<file path="src/verilog/iobf_pkg.sv">
// Package for the I/O bus flag and request logic: register map, field positions, pin carriers
package iobf_pkg;
    // Register byte offsets
    localparam logic [7:0] IOBF_CTRL_OFS  = 8'h00;
    localparam logic [7:0] IOBF_MODE_OFS  = 8'h04;
    localparam logic [7:0] IOBF_STAT_OFS  = 8'h08;
    localparam logic [7:0] IOBF_MASK_OFS  = 8'h0c;
    localparam logic [7:0] IOBF_STATE_OFS = 8'h10;
    localparam int         IOBF_AW        = 8;

    // Control register fields
    localparam int IOBF_CTRL_INT_EN = 0;
    localparam int IOBF_CTRL_RUN    = 1;
    localparam int IOBF_CTRL_WR_ARM = 2;
    localparam logic [2:0] IOBF_CTRL_RST = 3'h0;

    // Event bits, shared by status and mask
    localparam int IOBF_EV_SIGN  = 0;
    localparam int IOBF_EV_COUNT = 1;
    localparam int IOBF_EV_WORD  = 2;
    localparam int IOBF_NEV      = 3;
    localparam logic [2:0] IOBF_EV_RST = 3'h0;

    // Bus word bits, numbered 0 (msb side) to 17
    localparam int IOBF_BUS_W      = 18;
    localparam int IOBF_BIT_MEM_EN = 6;
    localparam int IOBF_BIT_EXT    = 8;
    localparam int IOBF_BIT_SCAN   = 10;
    localparam int IOBF_BIT_SD_HI  = 12;
    localparam int IOBF_BIT_SD_LO  = 13;
    localparam int IOBF_BIT_GAIN0  = 14;
    localparam int IOBF_BIT_GAIN1  = 15;

    // Subdevice codes
    localparam logic [1:0] IOBF_SD_SIGN  = 2'h0;
    localparam logic [1:0] IOBF_SD_COUNT = 2'h1;

    // AHB-Lite encodings
    localparam logic [1:0] IOBF_HTRANS_NONSEQ = 2'h2;
    localparam logic [1:0] IOBF_HTRANS_SEQ    = 2'h3;
    localparam logic       IOBF_HRESP_OKAY    = 1'b0;

    // Pins arriving from the host I/O bus
    typedef struct packed {
        logic                  io_sync;
        logic                  power_clear;
        logic                  flag_test_pulse;
        logic                  read_pulse;
        logic                  write_pulse;
        logic                  select_strobe;
        logic                  transfer_count_end;
        logic                  device_match;
        logic [0:IOBF_BUS_W-1] io_bus;
    } iobf_pins_in_s;

    // Bus driver outputs toward the host
    typedef struct packed {
        logic service_interrupt_bus_request;
        logic device_to_host_bus_request;
        logic host_to_device_bus_request;
        logic skip_bus_request;
    } iobf_pins_out_s;

    // Mode settings latched by the select strobe
    typedef struct packed {
        logic [1:0] gain;
        logic       ext_sync;
        logic       mem_en;
        logic       scan_order_select;
    } iobf_mode_s;
endpackage : iobf_pkg

</file>
<file path="src/verilog/iobf_top.sv">
// I/O bus flag, skip and request logic with an AHB-Lite register slave
// Operation
// - Set sign-change flag when an add-to-memory result changes sign.
// - Sign-change skip test with flag set requests a skip.
// - Raise a service interrupt and drive it on the bus driver.
// - Power clear initialises every control flip-flop and register.
// - Device-to-host word: assert read request on its bus driver.
// - Host-to-device word: assert write request on its bus driver.
// - Decode two subdevice lines from instruction bits 12 and 13.
// - Select strobe latches control, gain and mode settings.
// - Loaded bit 10 one selects sequential scan, zero random.
// - A true tested condition drives a skip request on the bus.
// - Received bus timing pulse is the internal sync signal.
// - Count-done skip test with flag set requests a skip.
// - Set count-done flag once the requested word count has moved.
// - Transfer count end stops operation and starts an interrupt.
// - Data overflow sets sign-change flag only when bit 6 was one.
`timescale 1ns/100ps
module iobf_top
    import iobf_pkg::*;
(
    input  wire logic                 core_clk,
    input  wire logic                 sys_rst,
    input  wire logic                 clk_en,
    input  wire logic                 hsel,
    input  wire logic [31:0]          haddr,
    input  wire logic [1:0]           htrans,
    input  wire logic                 hwrite,
    input  wire logic [2:0]           hsize,
    input  wire logic [31:0]          hwdata,
    input  wire logic                 hready,
    output logic                      hreadyout,
    output logic [31:0]               hrdata,
    output logic                      hresp,
    input  wire iobf_pkg::iobf_pins_in_s  pins_in,
    output iobf_pkg::iobf_pins_out_s      pins_out,
    input  wire logic                 mem_add_valid,
    input  wire logic                 mem_old_sign,
    input  wire logic                 mem_new_sign,
    input  wire logic                 word_ready,
    output iobf_pkg::iobf_mode_s          mode,
    output logic                      run,
    output logic                      irq
);
    import iobf_pkg::*;

    localparam int PW = $bits(iobf_pins_in_s);

    logic [PW-1:0]        pin_s1_reg;
    logic [PW-1:0]        pin_s2_reg;
    logic [PW-1:0]        pin_s3_reg;
    logic [PW-1:0]        pin_filt_reg;
    logic [PW-1:0]        pin_agree;
    iobf_pins_in_s        pf;
    iobf_pins_in_s        pf_prev_reg;
    logic                 pclr;
    logic                 sync_rise;
    logic                 strobe_rise;
    logic                 read_rise;
    logic                 write_rise;
    logic                 count_end_rise;
    logic [1:0]           sd_code;
    logic                 subdevice_line_low;
    logic                 subdevice_line_high;
    logic                 sign_change_skip_test;
    logic                 count_done_skip_test;
    logic [2:0]           ctrl_reg;
    logic [IOBF_NEV-1:0]  stat_reg;
    logic [IOBF_NEV-1:0]  mask_reg;
    logic [IOBF_NEV-1:0]  ev_set;
    logic [IOBF_NEV-1:0]  ev_clr;
    logic                 rd_pend_reg;
    logic                 wr_pend_reg;
    logic                 wr_en_reg;
    logic [IOBF_AW-1:0]   wr_addr_reg;
    logic                 acc_ok;
    logic                 sign_flag;
    logic                 count_done_flag;
    logic [31:0]          rd_next;

    // Three-stage pin sampler; a bit changes once stages two and three agree
    always_ff @(posedge core_clk or posedge sys_rst) begin
        if (sys_rst) begin
            pin_s1_reg   <= '0;
            pin_s2_reg   <= '0;
            pin_s3_reg   <= '0;
            pin_filt_reg <= '0;
        end else if (clk_en) begin
            pin_s1_reg   <= pins_in;
            pin_s2_reg   <= pin_s1_reg;
            pin_s3_reg   <= pin_s2_reg;
            pin_filt_reg <= (pin_s3_reg & pin_agree) | (pin_filt_reg & ~pin_agree);
        end
    end

    assign pin_agree = ~(pin_s2_reg ^ pin_s3_reg);
    assign pf        = iobf_pins_in_s'(pin_filt_reg);

    // Previous filtered pins for edge detection
    always_ff @(posedge core_clk or posedge sys_rst) begin
        if (sys_rst) begin
            pf_prev_reg <= '0;
        end else if (clk_en) begin
            pf_prev_reg <= pf;
        end
    end

    // Power clear level and edges of the received bus pulses
    assign pclr           = pf.power_clear;
    assign sync_rise      = pf.io_sync & ~pf_prev_reg.io_sync;
    assign strobe_rise    = pf.select_strobe & ~pf_prev_reg.select_strobe & pf.device_match;
    assign read_rise      = pf.read_pulse & ~pf_prev_reg.read_pulse & pf.device_match;
    assign write_rise     = pf.write_pulse & ~pf_prev_reg.write_pulse & pf.device_match;
    assign count_end_rise = pf.transfer_count_end & ~pf_prev_reg.transfer_count_end;

    // Subdevice decode from instruction bits
    assign sd_code             = {pf.io_bus[IOBF_BIT_SD_HI], pf.io_bus[IOBF_BIT_SD_LO]};
    assign subdevice_line_low  = pf.device_match & (sd_code == IOBF_SD_SIGN);
    assign subdevice_line_high = pf.device_match & (sd_code == IOBF_SD_COUNT);

    // Flag skip tests
    assign sign_flag             = stat_reg[IOBF_EV_SIGN];
    assign count_done_flag       = stat_reg[IOBF_EV_COUNT];
    assign sign_change_skip_test = pf.flag_test_pulse & subdevice_line_low;
    assign count_done_skip_test  = pf.flag_test_pulse & subdevice_line_high;

    // Select strobe latches mode settings
    always_ff @(posedge core_clk or posedge sys_rst) begin
        if (sys_rst) begin
            mode <= '0;
        end else if (clk_en) begin
            if (pclr) begin
                mode <= '0;
            end else if (strobe_rise) begin
                mode.scan_order_select <= pf.io_bus[IOBF_BIT_SCAN];
                mode.mem_en            <= pf.io_bus[IOBF_BIT_MEM_EN];
                mode.ext_sync          <= pf.io_bus[IOBF_BIT_EXT];
                mode.gain              <= {pf.io_bus[IOBF_BIT_GAIN1], pf.io_bus[IOBF_BIT_GAIN0]};
            end
        end
    end

    // Event sources; set beats clear
    always_comb begin
        ev_set = '0;
        ev_set[IOBF_EV_SIGN]  = mem_add_valid & mode.mem_en & (mem_old_sign != mem_new_sign);
        ev_set[IOBF_EV_COUNT] = count_end_rise;
        ev_set[IOBF_EV_WORD]  = word_ready & ctrl_reg[IOBF_CTRL_RUN];
    end

    assign ev_clr = (wr_en_reg && wr_addr_reg == IOBF_STAT_OFS) ? hwdata[IOBF_NEV-1:0] : '0;

    // Sticky status flags, write one to clear
    always_ff @(posedge core_clk or posedge sys_rst) begin
        if (sys_rst) begin
            stat_reg <= IOBF_EV_RST;
        end else if (clk_en) begin
            if (pclr) begin
                stat_reg <= IOBF_EV_RST;
            end else begin
                stat_reg <= (stat_reg & ~ev_clr) | ev_set;
            end
        end
    end

    // Interrupt mask
    always_ff @(posedge core_clk or posedge sys_rst) begin
        if (sys_rst) begin
            mask_reg <= IOBF_EV_RST;
        end else if (clk_en) begin
            if (pclr) begin
                mask_reg <= IOBF_EV_RST;
            end else if (wr_en_reg && wr_addr_reg == IOBF_MASK_OFS) begin
                mask_reg <= hwdata[IOBF_NEV-1:0];
            end
        end
    end

    // Control register; count end stops the run
    always_ff @(posedge core_clk or posedge sys_rst) begin
        if (sys_rst) begin
            ctrl_reg <= IOBF_CTRL_RST;
        end else if (clk_en) begin
            if (pclr) begin
                ctrl_reg <= IOBF_CTRL_RST;
            end else begin
                if (wr_en_reg && wr_addr_reg == IOBF_CTRL_OFS) begin
                    ctrl_reg <= hwdata[2:0];
                end
                // Hardware events win over a write in the same cycle
                if (count_end_rise) begin
                    ctrl_reg[IOBF_CTRL_RUN] <= 1'b0;
                end
                if (write_rise) begin
                    ctrl_reg[IOBF_CTRL_WR_ARM] <= 1'b0;
                end
            end
        end
    end

    // Pending transfer requests, served by the host pulses
    always_ff @(posedge core_clk or posedge sys_rst) begin
        if (sys_rst) begin
            rd_pend_reg <= 1'b0;
            wr_pend_reg <= 1'b0;
        end else if (clk_en) begin
            if (pclr) begin
                rd_pend_reg <= 1'b0;
                wr_pend_reg <= 1'b0;
            end else begin
                if (ev_set[IOBF_EV_WORD]) begin
                    rd_pend_reg <= 1'b1;
                end else if (read_rise) begin
                    rd_pend_reg <= 1'b0;
                end
                wr_pend_reg <= ctrl_reg[IOBF_CTRL_WR_ARM] & ctrl_reg[IOBF_CTRL_RUN] & ~write_rise;
            end
        end
    end

    // Bus requests rise only on the received sync pulse; an addressed read or write pulse drops its request at once
    always_ff @(posedge core_clk or posedge sys_rst) begin
        if (sys_rst) begin
            pins_out.service_interrupt_bus_request <= 1'b0;
            pins_out.device_to_host_bus_request    <= 1'b0;
            pins_out.host_to_device_bus_request    <= 1'b0;
        end else if (clk_en) begin
            if (pclr) begin
                pins_out.service_interrupt_bus_request <= 1'b0;
                pins_out.device_to_host_bus_request    <= 1'b0;
                pins_out.host_to_device_bus_request    <= 1'b0;
            end else if (sync_rise) begin
                pins_out.service_interrupt_bus_request <= ctrl_reg[IOBF_CTRL_INT_EN] &
                                                          (sign_flag | count_done_flag);
                pins_out.device_to_host_bus_request    <= rd_pend_reg & ~read_rise;
                pins_out.host_to_device_bus_request    <= wr_pend_reg & ~write_rise;
            end else begin
                if (read_rise) begin
                    pins_out.device_to_host_bus_request <= 1'b0;
                end
                if (write_rise) begin
                    pins_out.host_to_device_bus_request <= 1'b0;
                end
            end
        end
    end

    // Skip request only inside an addressed flag test pulse
    always_ff @(posedge core_clk or posedge sys_rst) begin
        if (sys_rst) begin
            pins_out.skip_bus_request <= 1'b0;
        end else if (clk_en) begin
            if (pclr) begin
                pins_out.skip_bus_request <= 1'b0;
            end else begin
                pins_out.skip_bus_request <= (sign_change_skip_test & sign_flag) |
                                             (count_done_skip_test & count_done_flag);
            end
        end
    end

    // Level interrupt from unmasked status
    always_ff @(posedge core_clk or posedge sys_rst) begin
        if (sys_rst) begin
            irq <= 1'b0;
            run <= 1'b0;
        end else if (clk_en) begin
            irq <= |(stat_reg & mask_reg);
            run <= ctrl_reg[IOBF_CTRL_RUN];
        end
    end

    // AHB-Lite address phase acceptance
    assign acc_ok = hsel & hready & (htrans == IOBF_HTRANS_NONSEQ || htrans == IOBF_HTRANS_SEQ);

    // Read mux; unmapped addresses read zero
    always_comb begin
        rd_next = 32'h0;
        if (haddr[IOBF_AW-1:0] == IOBF_CTRL_OFS) begin
            rd_next[2:0] = ctrl_reg;
        end else if (haddr[IOBF_AW-1:0] == IOBF_MODE_OFS) begin
            rd_next[$bits(iobf_mode_s)-1:0] = mode;
        end else if (haddr[IOBF_AW-1:0] == IOBF_STAT_OFS) begin
            rd_next[IOBF_NEV-1:0] = stat_reg;
        end else if (haddr[IOBF_AW-1:0] == IOBF_MASK_OFS) begin
            rd_next[IOBF_NEV-1:0] = mask_reg;
        end else if (haddr[IOBF_AW-1:0] == IOBF_STATE_OFS) begin
            rd_next[7:0] = {pf.io_sync, subdevice_line_high, subdevice_line_low, rd_pend_reg,
                            pins_out};
        end
    end

    // Zero-wait slave: read data and write address captured in the address phase
    always_ff @(posedge core_clk or posedge sys_rst) begin
        if (sys_rst) begin
            hrdata      <= 32'h0;
            wr_en_reg   <= 1'b0;
            wr_addr_reg <= '0;
            hreadyout   <= 1'b1;
            hresp       <= IOBF_HRESP_OKAY;
        end else if (clk_en) begin
            hreadyout <= 1'b1;
            hresp     <= IOBF_HRESP_OKAY;
            if (hready) begin
                wr_en_reg <= acc_ok & hwrite & (haddr[31:IOBF_AW] == '0);
                wr_addr_reg <= haddr[IOBF_AW-1:0];
                if (acc_ok && !hwrite && haddr[31:IOBF_AW] == '0) begin
                    hrdata <= rd_next;
                end else begin
                    hrdata <= 32'h0;
                end
            end
        end
    end
endmodule : iobf_top
</file>
<file path="config.mk">
export PLATFORM = sky130hd
export DESIGN_NAME = iobf_top
export DESIGN_NICKNAME = d
export VERILOG_FILES = /design/src/verilog/iobf_pkg.sv /design/src/verilog/iobf_top.sv
export SDC_FILE = /design/constraint.sdc
export NUM_CORES = 1
export LEC_CHECK = 0
export ABC_AREA = 0
export CORE_MARGIN = 1
export CORE_UTILIZATION = 47
export CTS_CLUSTER_DIAMETER = 80
export CTS_CLUSTER_SIZE = 20
export DETAILED_ROUTE_END_ITERATION = 8
export DONT_BUFFER_PORTS = 1
export PLACE_DENSITY = 0.66
export SLEW_MARGIN = 20
export SYNTH_ARGS = -nofsm -noshare
export SYNTH_HDL_FRONTEND = slang
export SYNTH_SLANG_ARGS = --single-unit
</file>
<file path="constraint.sdc">
create_clock -name core_clk -period 4.2 [get_ports core_clk]
set_input_delay 0.42 -clock core_clk [delete_from_list [all_inputs] [get_ports core_clk]]
set_output_delay 0.42 -clock core_clk [all_outputs]
set_load 0.005 [all_outputs]
</file>
Yosys cells after proc, flatten, opt, wreduce, memory -nomap -nowiden

Cells that the tools add are included.

Register bits: 172
Bits of input ports: 105
Output and inout port bits: 45
Logic and storage cells: 144

Equality and inequality tests: 10
Multiplexer cells: 29
Bitwise operators: 45
Reductions and logical operators: 31

Operators with widths:

| cell                                                                   | number |
|---|---|
| 26-bit bitwise AND                                                     | 2 |
| 26-bit NOT                                                             | 2 |
| 3-bit two-way mux                                                      | 11 |
| 8-bit by 4-bit equality test with 1-bit output (second input constant) | 4 |
| 5-bit two-way mux                                                      | 6 |
| 1-bit bitwise AND                                                      | 26 |
| 26-bit OR                                                              | 1 |
| 26-bit bitwise XOR                                                     | 1 |
| 24-bit logical NOT                                                     | 1 |
| 2-bit AND reduction                                                    | 10 |
| 8-bit logical NOT                                                      | 2 |
| 8-bit two-way mux                                                      | 2 |
| 3-bit nonzero test                                                     | 5 |
| 1-bit two-way mux                                                      | 9 |
| 8-bit by 3-bit equality test with 1-bit output (second input constant) | 1 |
| 8-bit by 5-bit equality test with 1-bit output (second input constant) | 1 |
| 2-bit nonzero test                                                     | 4 |
| 1-bit NOT                                                              | 7 |
| 3-bit bitwise AND                                                      | 2 |
| 1-bit logical AND                                                      | 5 |
| 2-bit equality test (second input constant)                            | 2 |
| 3-bit NOT                                                              | 1 |
| 3-bit OR                                                               | 1 |
| 3-bit OR reduction                                                     | 1 |
| other kinds (7)                                                        | 8 |

Depth between registers and ports, before layout

Gate-level depths: netlist of the first run.

Word-level depth: 8
Gate-level depth with buffers: 6
Mapped depth without buffers: 4

Least setup slack after synthesis of the first run

Ideal clock, no wire load.

Path type: in2reg
Start: input haddr[12]
End: register hrdata[3]
Setup time: 95 ps
Arrival time: 1,624 ps
Data required time: 4,105 ps
Path slack: 2,480 ps
Stages on the path: 4
Path buffers: 0
Path through: or4_4 -> nor4_4 -> nand3_2 -> o31ai_1

Word-level cells in the longest chain between the ends: 3

Ends and longest elaborated chain:

| element              | line            | RTL |
|---|---|---|
| from (decl)          | iobf_top.sv:26  | `input wire logic [31:0] haddr,` |
| 24-bit logical NOT   | iobf_top.sv:307 | `if (acc_ok && !hwrite && haddr[31:IOBF_AW] == '0) begin` |
| 1-bit logical AND    | iobf_top.sv:307 |  |
| 8-bit two-way mux    | iobf_top.sv:307 |  |
| to (signal assigned) | iobf_top.sv:308 | `hrdata <= rd_next;` |
| to (decl)            | iobf_top.sv:33  | `output logic [31:0] hrdata,` |

No other way between the ends.
A chain may end at the register's enable or synchronous reset.

Final worst setup path of the first run

Start: register wr_addr_reg[1]
End: register ctrl_reg[1]

Word-level cells in the longest chain between the ends: 4

Ends and longest elaborated chain:

| element                              | line            | RTL |
|---|---|---|
| from (decl)                          | iobf_top.sv:75  | `logic [IOBF_AW-1:0] wr_addr_reg;` |
| from (signal assigned)               | iobf_top.sv:306 | `wr_addr_reg <= haddr[IOBF_AW-1:0];` |
| 8-bit logical NOT                    | iobf_top.sv:187 | `if (wr_en_reg && wr_addr_reg == IOBF_CTRL_OFS) begin` |
| 1-bit logical AND                    | iobf_top.sv:187 |  |
| 3-bit nonzero test (no source line)  | n/a             |  |
| 2-bit AND reduction (no source line) | n/a             |  |
| to (signal assigned)                 | iobf_top.sv:188 | `ctrl_reg <= hwdata[2:0];` |
| to (decl)                            | iobf_top.sv:67  | `logic [2:0] ctrl_reg;` |

No other way between the ends.

==> results of run 1 <==
[placed cells by master, fill, tap and decap left out, types with 4 or more instances in the layout]
| master | instances |
|---|---|
| a21oi_1 | 21 |
| a22o_1 | 9 |
| clkbuf_8 | 9 |
| conb_1 | 26 |
| dfrtp_1 | 104 |
| inv_1 | 18 |
| mux2_2 | 46 |
| mux2i_1 | 5 |
| nand2_1 | 37 |
| nand2b_1 | 4 |
| nand3_1 | 7 |
| nor2_1 | 10 |
| nor2b_1 | 5 |
| nor4_1 | 5 |
| o21ai_0 | 61 |
[through the flow]
| step | utilization | hold WS [ps] | worst slack [ps] | power (mW) |
|---|---|---|---|---|
| final | 0.516 | 2.72 | 2360 | 2.25 |
| after global placement | 0.494 | 458 | 2350 | 1.64 |
| after global routing | 0.516 | 72.5 | 2170 | 2.39 |
| after floorplan | - | 430 | 1050 | 1.59 |
| after CTS | 0.515 | 125 | 2340 | 2.28 |
| after detailed placement | 0.494 | 469 | 2300 | 1.67 |
[layout make-up]
cell class / count / area, sq um
Fill cell: 837 / 4560
Sequential cell: 104 / 2600
Multi-Input combinational cell: 277 / 1810
Tap cell: 129 / 161
Clock buffer: 9 / 124
Inverter: 19 / 76.3
Clock inverter: 7 / 73.8
Timing Repair Buffer: 1 / 7.51
[layer usage]
metal | vias to the layer above | track usage
met1 | 1471 | 0.241
met4 | 0 | 0.0557
li1 | 1425 | -
met3 | 15 | 0.0573
met5 | - | 0
met2 | 95 | 0.294
[logic make-up after synthesis]
group	count (synthesis)	share of synthesized area
compound gates	111	0.142
xor+xnor	1	0.00188
buf+inv	63	0.0720
flops	104	0.559
mux	51	0.122
other cells	2	0.00161
simple gates	88	0.102
[worst max-delay path: stages, from the launching register on]
cell and delay [ps]:
dfrtp_1 400, nor4_1 580, nand4b_1 300, and3_1 250, a31o_2 200
[power breakdown]
group	switching [mW]	internal (mW)
clock	0.373	0.235
sequential	0.159	1.17
combinational	0.161	0.158
[worst paths after layout]
kind | end | start | slack, ps | depth (start not counted)
setup / recovery | ctrl_reg[1]$_DFFE_PP0P_ | wr_addr_reg[1]$_DFFE_PP0P_ | 2360 | 4
hold / removal | run$_DFFE_PP0P_ | sys_rst | 3 | 1
setup reg to reg | ctrl_reg[1]$_DFFE_PP0P_ | wr_addr_reg[1]$_DFFE_PP0P_ | 2360 | 4
hold reg to reg | wr_en_reg$_DFFE_PP0P_ | wr_en_reg$_DFFE_PP0P_ | 490 | 2
max in group asynchronous | async pin | sys_rst | 3370 | 2
min in group core_clk | hrdata[4]$_DFFE_PP0P_ | haddr[3] | 140 | 1
==> summary.md, run 1 <==
| Metric | Value |
|---|---|
| Run status | finished, final reports clean |
| Final instance area | 4850 sq um |
| Post-CTS sizing | 0 |
| CTS Hold Bufs | 0 |
| Post-place instance area | 4650 sq um |
| Placed Instances | 530 |
| Drt first-iter violations | 117 |
| Post-DP HPWL | 5980 microns |
| Top_reg_cell synth | dfrtp_1 |
| Vias in the first global route | 2946 |
| Synth warn | 0 |
| Fmax achieved | 543 MHz |
| Post-CTS setup buffers | 0 |
| Area contributors post-synth | dfrtp_1 56%, mux2_2 11%, o21ai_0 6.6%, buf_4 4.2%, nand2_1 3.0% |
| Minimum clock period | 1840 ps |
| Port Buffers | 0 |
| Met2 WL | 4000 microns |
| Final period util | 0.439 |
| GRT Util Overall | 0.184 |
| Nets@finish | 517 |
| Global-route wire length before repair | 14600 microns |
| Fin Setup TNS | 0 ps |
| Power Dens Cells | 464 nW/um^2 |
| MaxCap Viol Count | 0 |
| Critical Path Source Type | flop |
| Post-synth top area share | 0.559 |
| GP Congestion | 0.781 |
| WL met3 | 493 microns |
| Slew @ Worst Pin | 763 ps |
| Antenna violations before repair | 0 |
| Root buf cell | clkbuf_8 |
| CP Capture Type | flop |
| Via density | 5.51 |
| RSZ-0062 raised after global routing | no |
| Cell row count | 35 |
| Non-Filler Instances | 546 |
| DRT antenna net count | 0 |
| P_leak | 2.12 nW |
| CP Data Arrival Time | 2100 ps |
| Worst slew margin | 0.487 |
| VDD IR max | 0.297 mV |
| WL met1 | 3920 microns |
| Syn avg cell area | 11.1 sq um |
| Max layer used | met4 |
| Initial core utilization | 0.495 |
| Syn Inst Count | 420 |
| CTS tree | built |
| Clock latency on the worst-skew pair | 370 ps |
| Die W | 102 microns |
| Die height | 102 microns |
| Clk sinks | 104 |
| Yosys top cell by area | dfrtp_1 |
| Fin. Hold Viols | 0 |
| Number of synthesized flops with an enable pin | 0 |
| Most numerous cell in the Yosys netlist | dfrtp_1 |
| Sequential area share after synthesis | 0.559 |
| Syn Std Cell Area | 4660 sq um |
| Ys async rst share | 1.00 |
| Largest net degree at the start of global routing | 102 |
| Final Skew | 8.14 ps |
| Remaining DRCs | 0 |
| TritonCTS buffer count | 9 |
| Layout cells sized above 1 | 0.168 |
| Via Count | 3006 |
| #FFs+latches synth | 104 |
| Die Area | 10300 sq um |
| Routed wire length | 8570 microns |
| H-tree depth | 3 |
| WL per Instance | 15.7 microns |
| Setup CP Type | reg2reg |
| Crit path required time | 4460 ps |
| Hold crit path type | in2async |
| DRT Pass-1 Iters | 4 |
| Reg clk slew, reported paths | 100 ps |
| Synthesis-to-finish area growth | 4.25% |
| Synth unique cells | 44 |
| Top Ports | 150 |
| Top cells by instance count after synthesis | 104 x dfrtp_1, 61 x o21ai_0, 46 x mux2_2 |
| Gr ovfl total | 0 |
| Inserted Diodes | 0 |
| Core area | 9420 sq um |
| Max Slew Vio Count | 0 |
| Clock Path Buffers | 2 |
| Endpoints failing setup | 0 |
| CP max FO | 4 |
Note: power is estimated with default switching activity, not from simulation.
==> run 2, diff against run 1 <==
--- a/config.mk
+++ b/config.mk
@@ -12,7 +12,7 @@
 export CTS_CLUSTER_SIZE = 20
 export DETAILED_ROUTE_END_ITERATION = 8
 export DONT_BUFFER_PORTS = 1
-export PLACE_DENSITY = 0.66
+export PLACE_DENSITY = 0.68
 export SLEW_MARGIN = 20
 export SYNTH_ARGS = -nofsm -noshare
 export SYNTH_HDL_FRONTEND = slang
==> constraint.sdc (replaced) <==
create_clock -name core_clk -period 1.61 [get_ports core_clk]
set_input_delay 0.161 -clock core_clk [delete_from_list [all_inputs] [get_ports core_clk]]
set_output_delay 0.161 -clock core_clk [all_outputs]
set_load 0.005 [all_outputs]
==> summary.md, run 2 (synthesis results as in run 1) <==
| Metric | Value |
|---|---|
| Layout cells sized above 1 | 0.166 (-0.00223) |
| Minimum clock period | 1550 ps (-296 ps) |
| TritonCTS buffer count | 9 (unchanged) |
| Setup CP Type | reg2reg |
| Final period util | 0.961 (+0.522) |
| Post-CTS setup buffers | 0 (unchanged) |
| Top Ports | 150 (unchanged) |
| Vias in the first global route | 3352 (+14%) |
| Initial core utilization | 0.495 (unchanged) |
| CP Data Arrival Time | 1810 ps (-290 ps) |
| VDD IR max | 0.901 mV (+200%) |
| Power Dens Cells | 1100 nW/um^2 (+140%) |
| P_leak | 2.42 nW (+14%) |
| Drt first-iter violations | 191 (+63%) |
| WL per Instance | 16.2 microns (+3.3%) |
| CTS tree | built |
| Port Buffers | 0 (unchanged) |
| RSZ-0062 raised after global routing | no |
| Run status | finished, final reports clean |
| GP Congestion | 0.836 (+7.0%) |
| Root buf cell | clkbuf_8 |
| H-tree depth | 3 (unchanged) |
| Slew @ Worst Pin | 560 ps (-203 ps) |
| Remaining DRCs | 0 (unchanged) |
| Die W | 102 microns (unchanged) |
| Crit path required time | 1870 ps (-2590 ps) |
| Critical Path Source Type | flop |
| Via Count | 3304 (+9.9%) |
| Internal reg-to-reg setup slack | 60 ps (-2290 ps) |
| Antenna violations before repair | 0 (unchanged) |
| Final Skew | 12.3 ps (+4.19 ps) |
| Max Slew Vio Count | 0 (unchanged) |
| Gr ovfl total | 0 (unchanged) |
| Most common cell after layout, fill and taps aside | dfrtp_1 |
| Hold WS | 29.3 ps (+26.6 ps) |
| Fin. Hold Viols | 0 (unchanged) |
| CP max FO | 3 (-1) |
| Routed wire length | 9930 microns (+16%) |
| Post-DP HPWL | 6140 microns (+2.6%) |
| Clk sinks | 104 (unchanged) |
| MaxCap Viol Count | 0 (unchanged) |
| Fin Setup TNS | 0 ps (unchanged) |
| Hold crit path type | in2reg |
| CP Capture Type | flop |
| Commonest non-fill, non-tap cells in the layout | 104 x dfrtp_1, 60 x o21ai_0, 56 x dlygate4sd3_1 |
| Die Area | 10300 sq um (unchanged) |
| Global-route wire length before repair | 16500 microns (+14%) |
| Nets@finish | 583 (+13%) |
| DRT Pass-1 Iters | 5 (+1) |
| Die height | 102 microns (unchanged) |
| Worst slew margin | 0.623 (+0.136) |
| Reg clk slew, reported paths | 100 ps (about the same) |
| Inserted Diodes | 0 (unchanged) |
| Fmax achieved | 646 MHz (+19%) |
| Clock latency on the worst-skew pair | 370 ps (about the same) |
| DRT antenna net count | 0 (unchanged) |
| Clock Path Buffers | 2 (unchanged) |
| Endpoints failing setup | 0 (unchanged) |
| Cell row count | 35 (unchanged) |
| Core area | 9420 sq um (unchanged) |
| Synthesis-to-finish area growth | 18.8% |
| Largest net degree at the start of global routing | 52 (-49%) |
| Via density | 5.40 (-1.9%) |
| GRT Util Overall | 0.212 (+0.0275) |
==> run 2: cell types whose count changed in the layout (fill, tap and decap cells not counted), sizes merged <==
cell / delta
inv: -3
dlygate4sd3: +56
clkinvlp: +2
buf: +10
clkbuf: +1
==> run 2: worst max-delay path, stage by stage, from the launching register on <==
cell      delay, ps
dfrtp_1         420
nor4_2          360
nand4b_1        220
buf_4           200
a32o_1          250
==> run 2: cell type report <==
class | count | area [sq um]
Timing Repair Buffer | 67 | 688
Tap cell | 129 | 161
Clock inverter | 6 | 53.8
Clock buffer | 10 | 128
Multi-Input combinational cell | 277 | 1820
Inverter | 19 | 75.1
Fill cell | 793 | 3880
Sequential cell | 104 | 2600
==> run 2: path summary, 6_finish.rpt <==
check | startpoint | to | depth (start not counted)
worst max register to register | wr_addr_reg[1]$_DFFE_PP0P_ | ctrl_reg[0]$_DFFE_PP0P_ | 4
max in group asynchronous | sys_rst | mode[1]$_DFFE_PP0P_ | 3
worst max-delay path | wr_addr_reg[1]$_DFFE_PP0P_ | ctrl_reg[0]$_DFFE_PP0P_ | 4
min in group asynchronous | sys_rst | run$_DFFE_PP0P_ | 2
worst min register to register | wr_en_reg$_DFFE_PP0P_ | wr_en_reg$_DFFE_PP0P_ | 2
worst min-delay path | clk_en | flop | 2
==> run 2: stage by stage <==
| stage | power (mW) | setup slack [ps] | utilization | area, sq um | cells |
|---|---|---|---|---|---|
| floorplan | 4.15 | 18.7 | - | 4750 | 444 |
| global placement | 4.32 | 17.7 | 0.504 | 4750 | 539 |
| detailed placement | 4.39 | 6.95 | 0.504 | 4750 | 539 |
| CTS | 6.12 | 0.560 | 0.587 | 5530 | 612 |
| global route | 6.47 | 25.4 | 0.588 | 5530 | 612 |
| finish | 6.07 | 63.2 | 0.588 | 5530 | 612 |
==> run 2: report_power, final <==
group | switching [mW] | total (mW) | internal (mW) | leakage (nW)
Combinational | 0.502 | 1.11 | 0.606 | 1.04
Sequential | 0.413 | 3.46 | 3.04 | 1.29
Clock | 0.919 | 1.51 | 0.587 | 0.0890
==> run 2: metal layers <==
metal | GRT usage | share of wire | up-vias
met4 | 0.0680 | 0.013 | 0
met5 | 0 | 0 | -
li1 | - | - | 1553
met1 | 0.267 | 0.43 | 1626
met3 | 0.0524 | 0.058 | 15
met2 | 0.358 | 0.50 | 110
==> run 2: what timing repair did <==
| item | 4_1_cts | 5_1_grt |
|---|---|---|
| endpoints found under the hold margin | 112 | 0 |
| endpoints found under the setup margin | 1 | 8 |
| hold buffers | 57 | 0 |
| pin swaps | 0 | 2 |
| gates resized for setup | 1 | 2 |
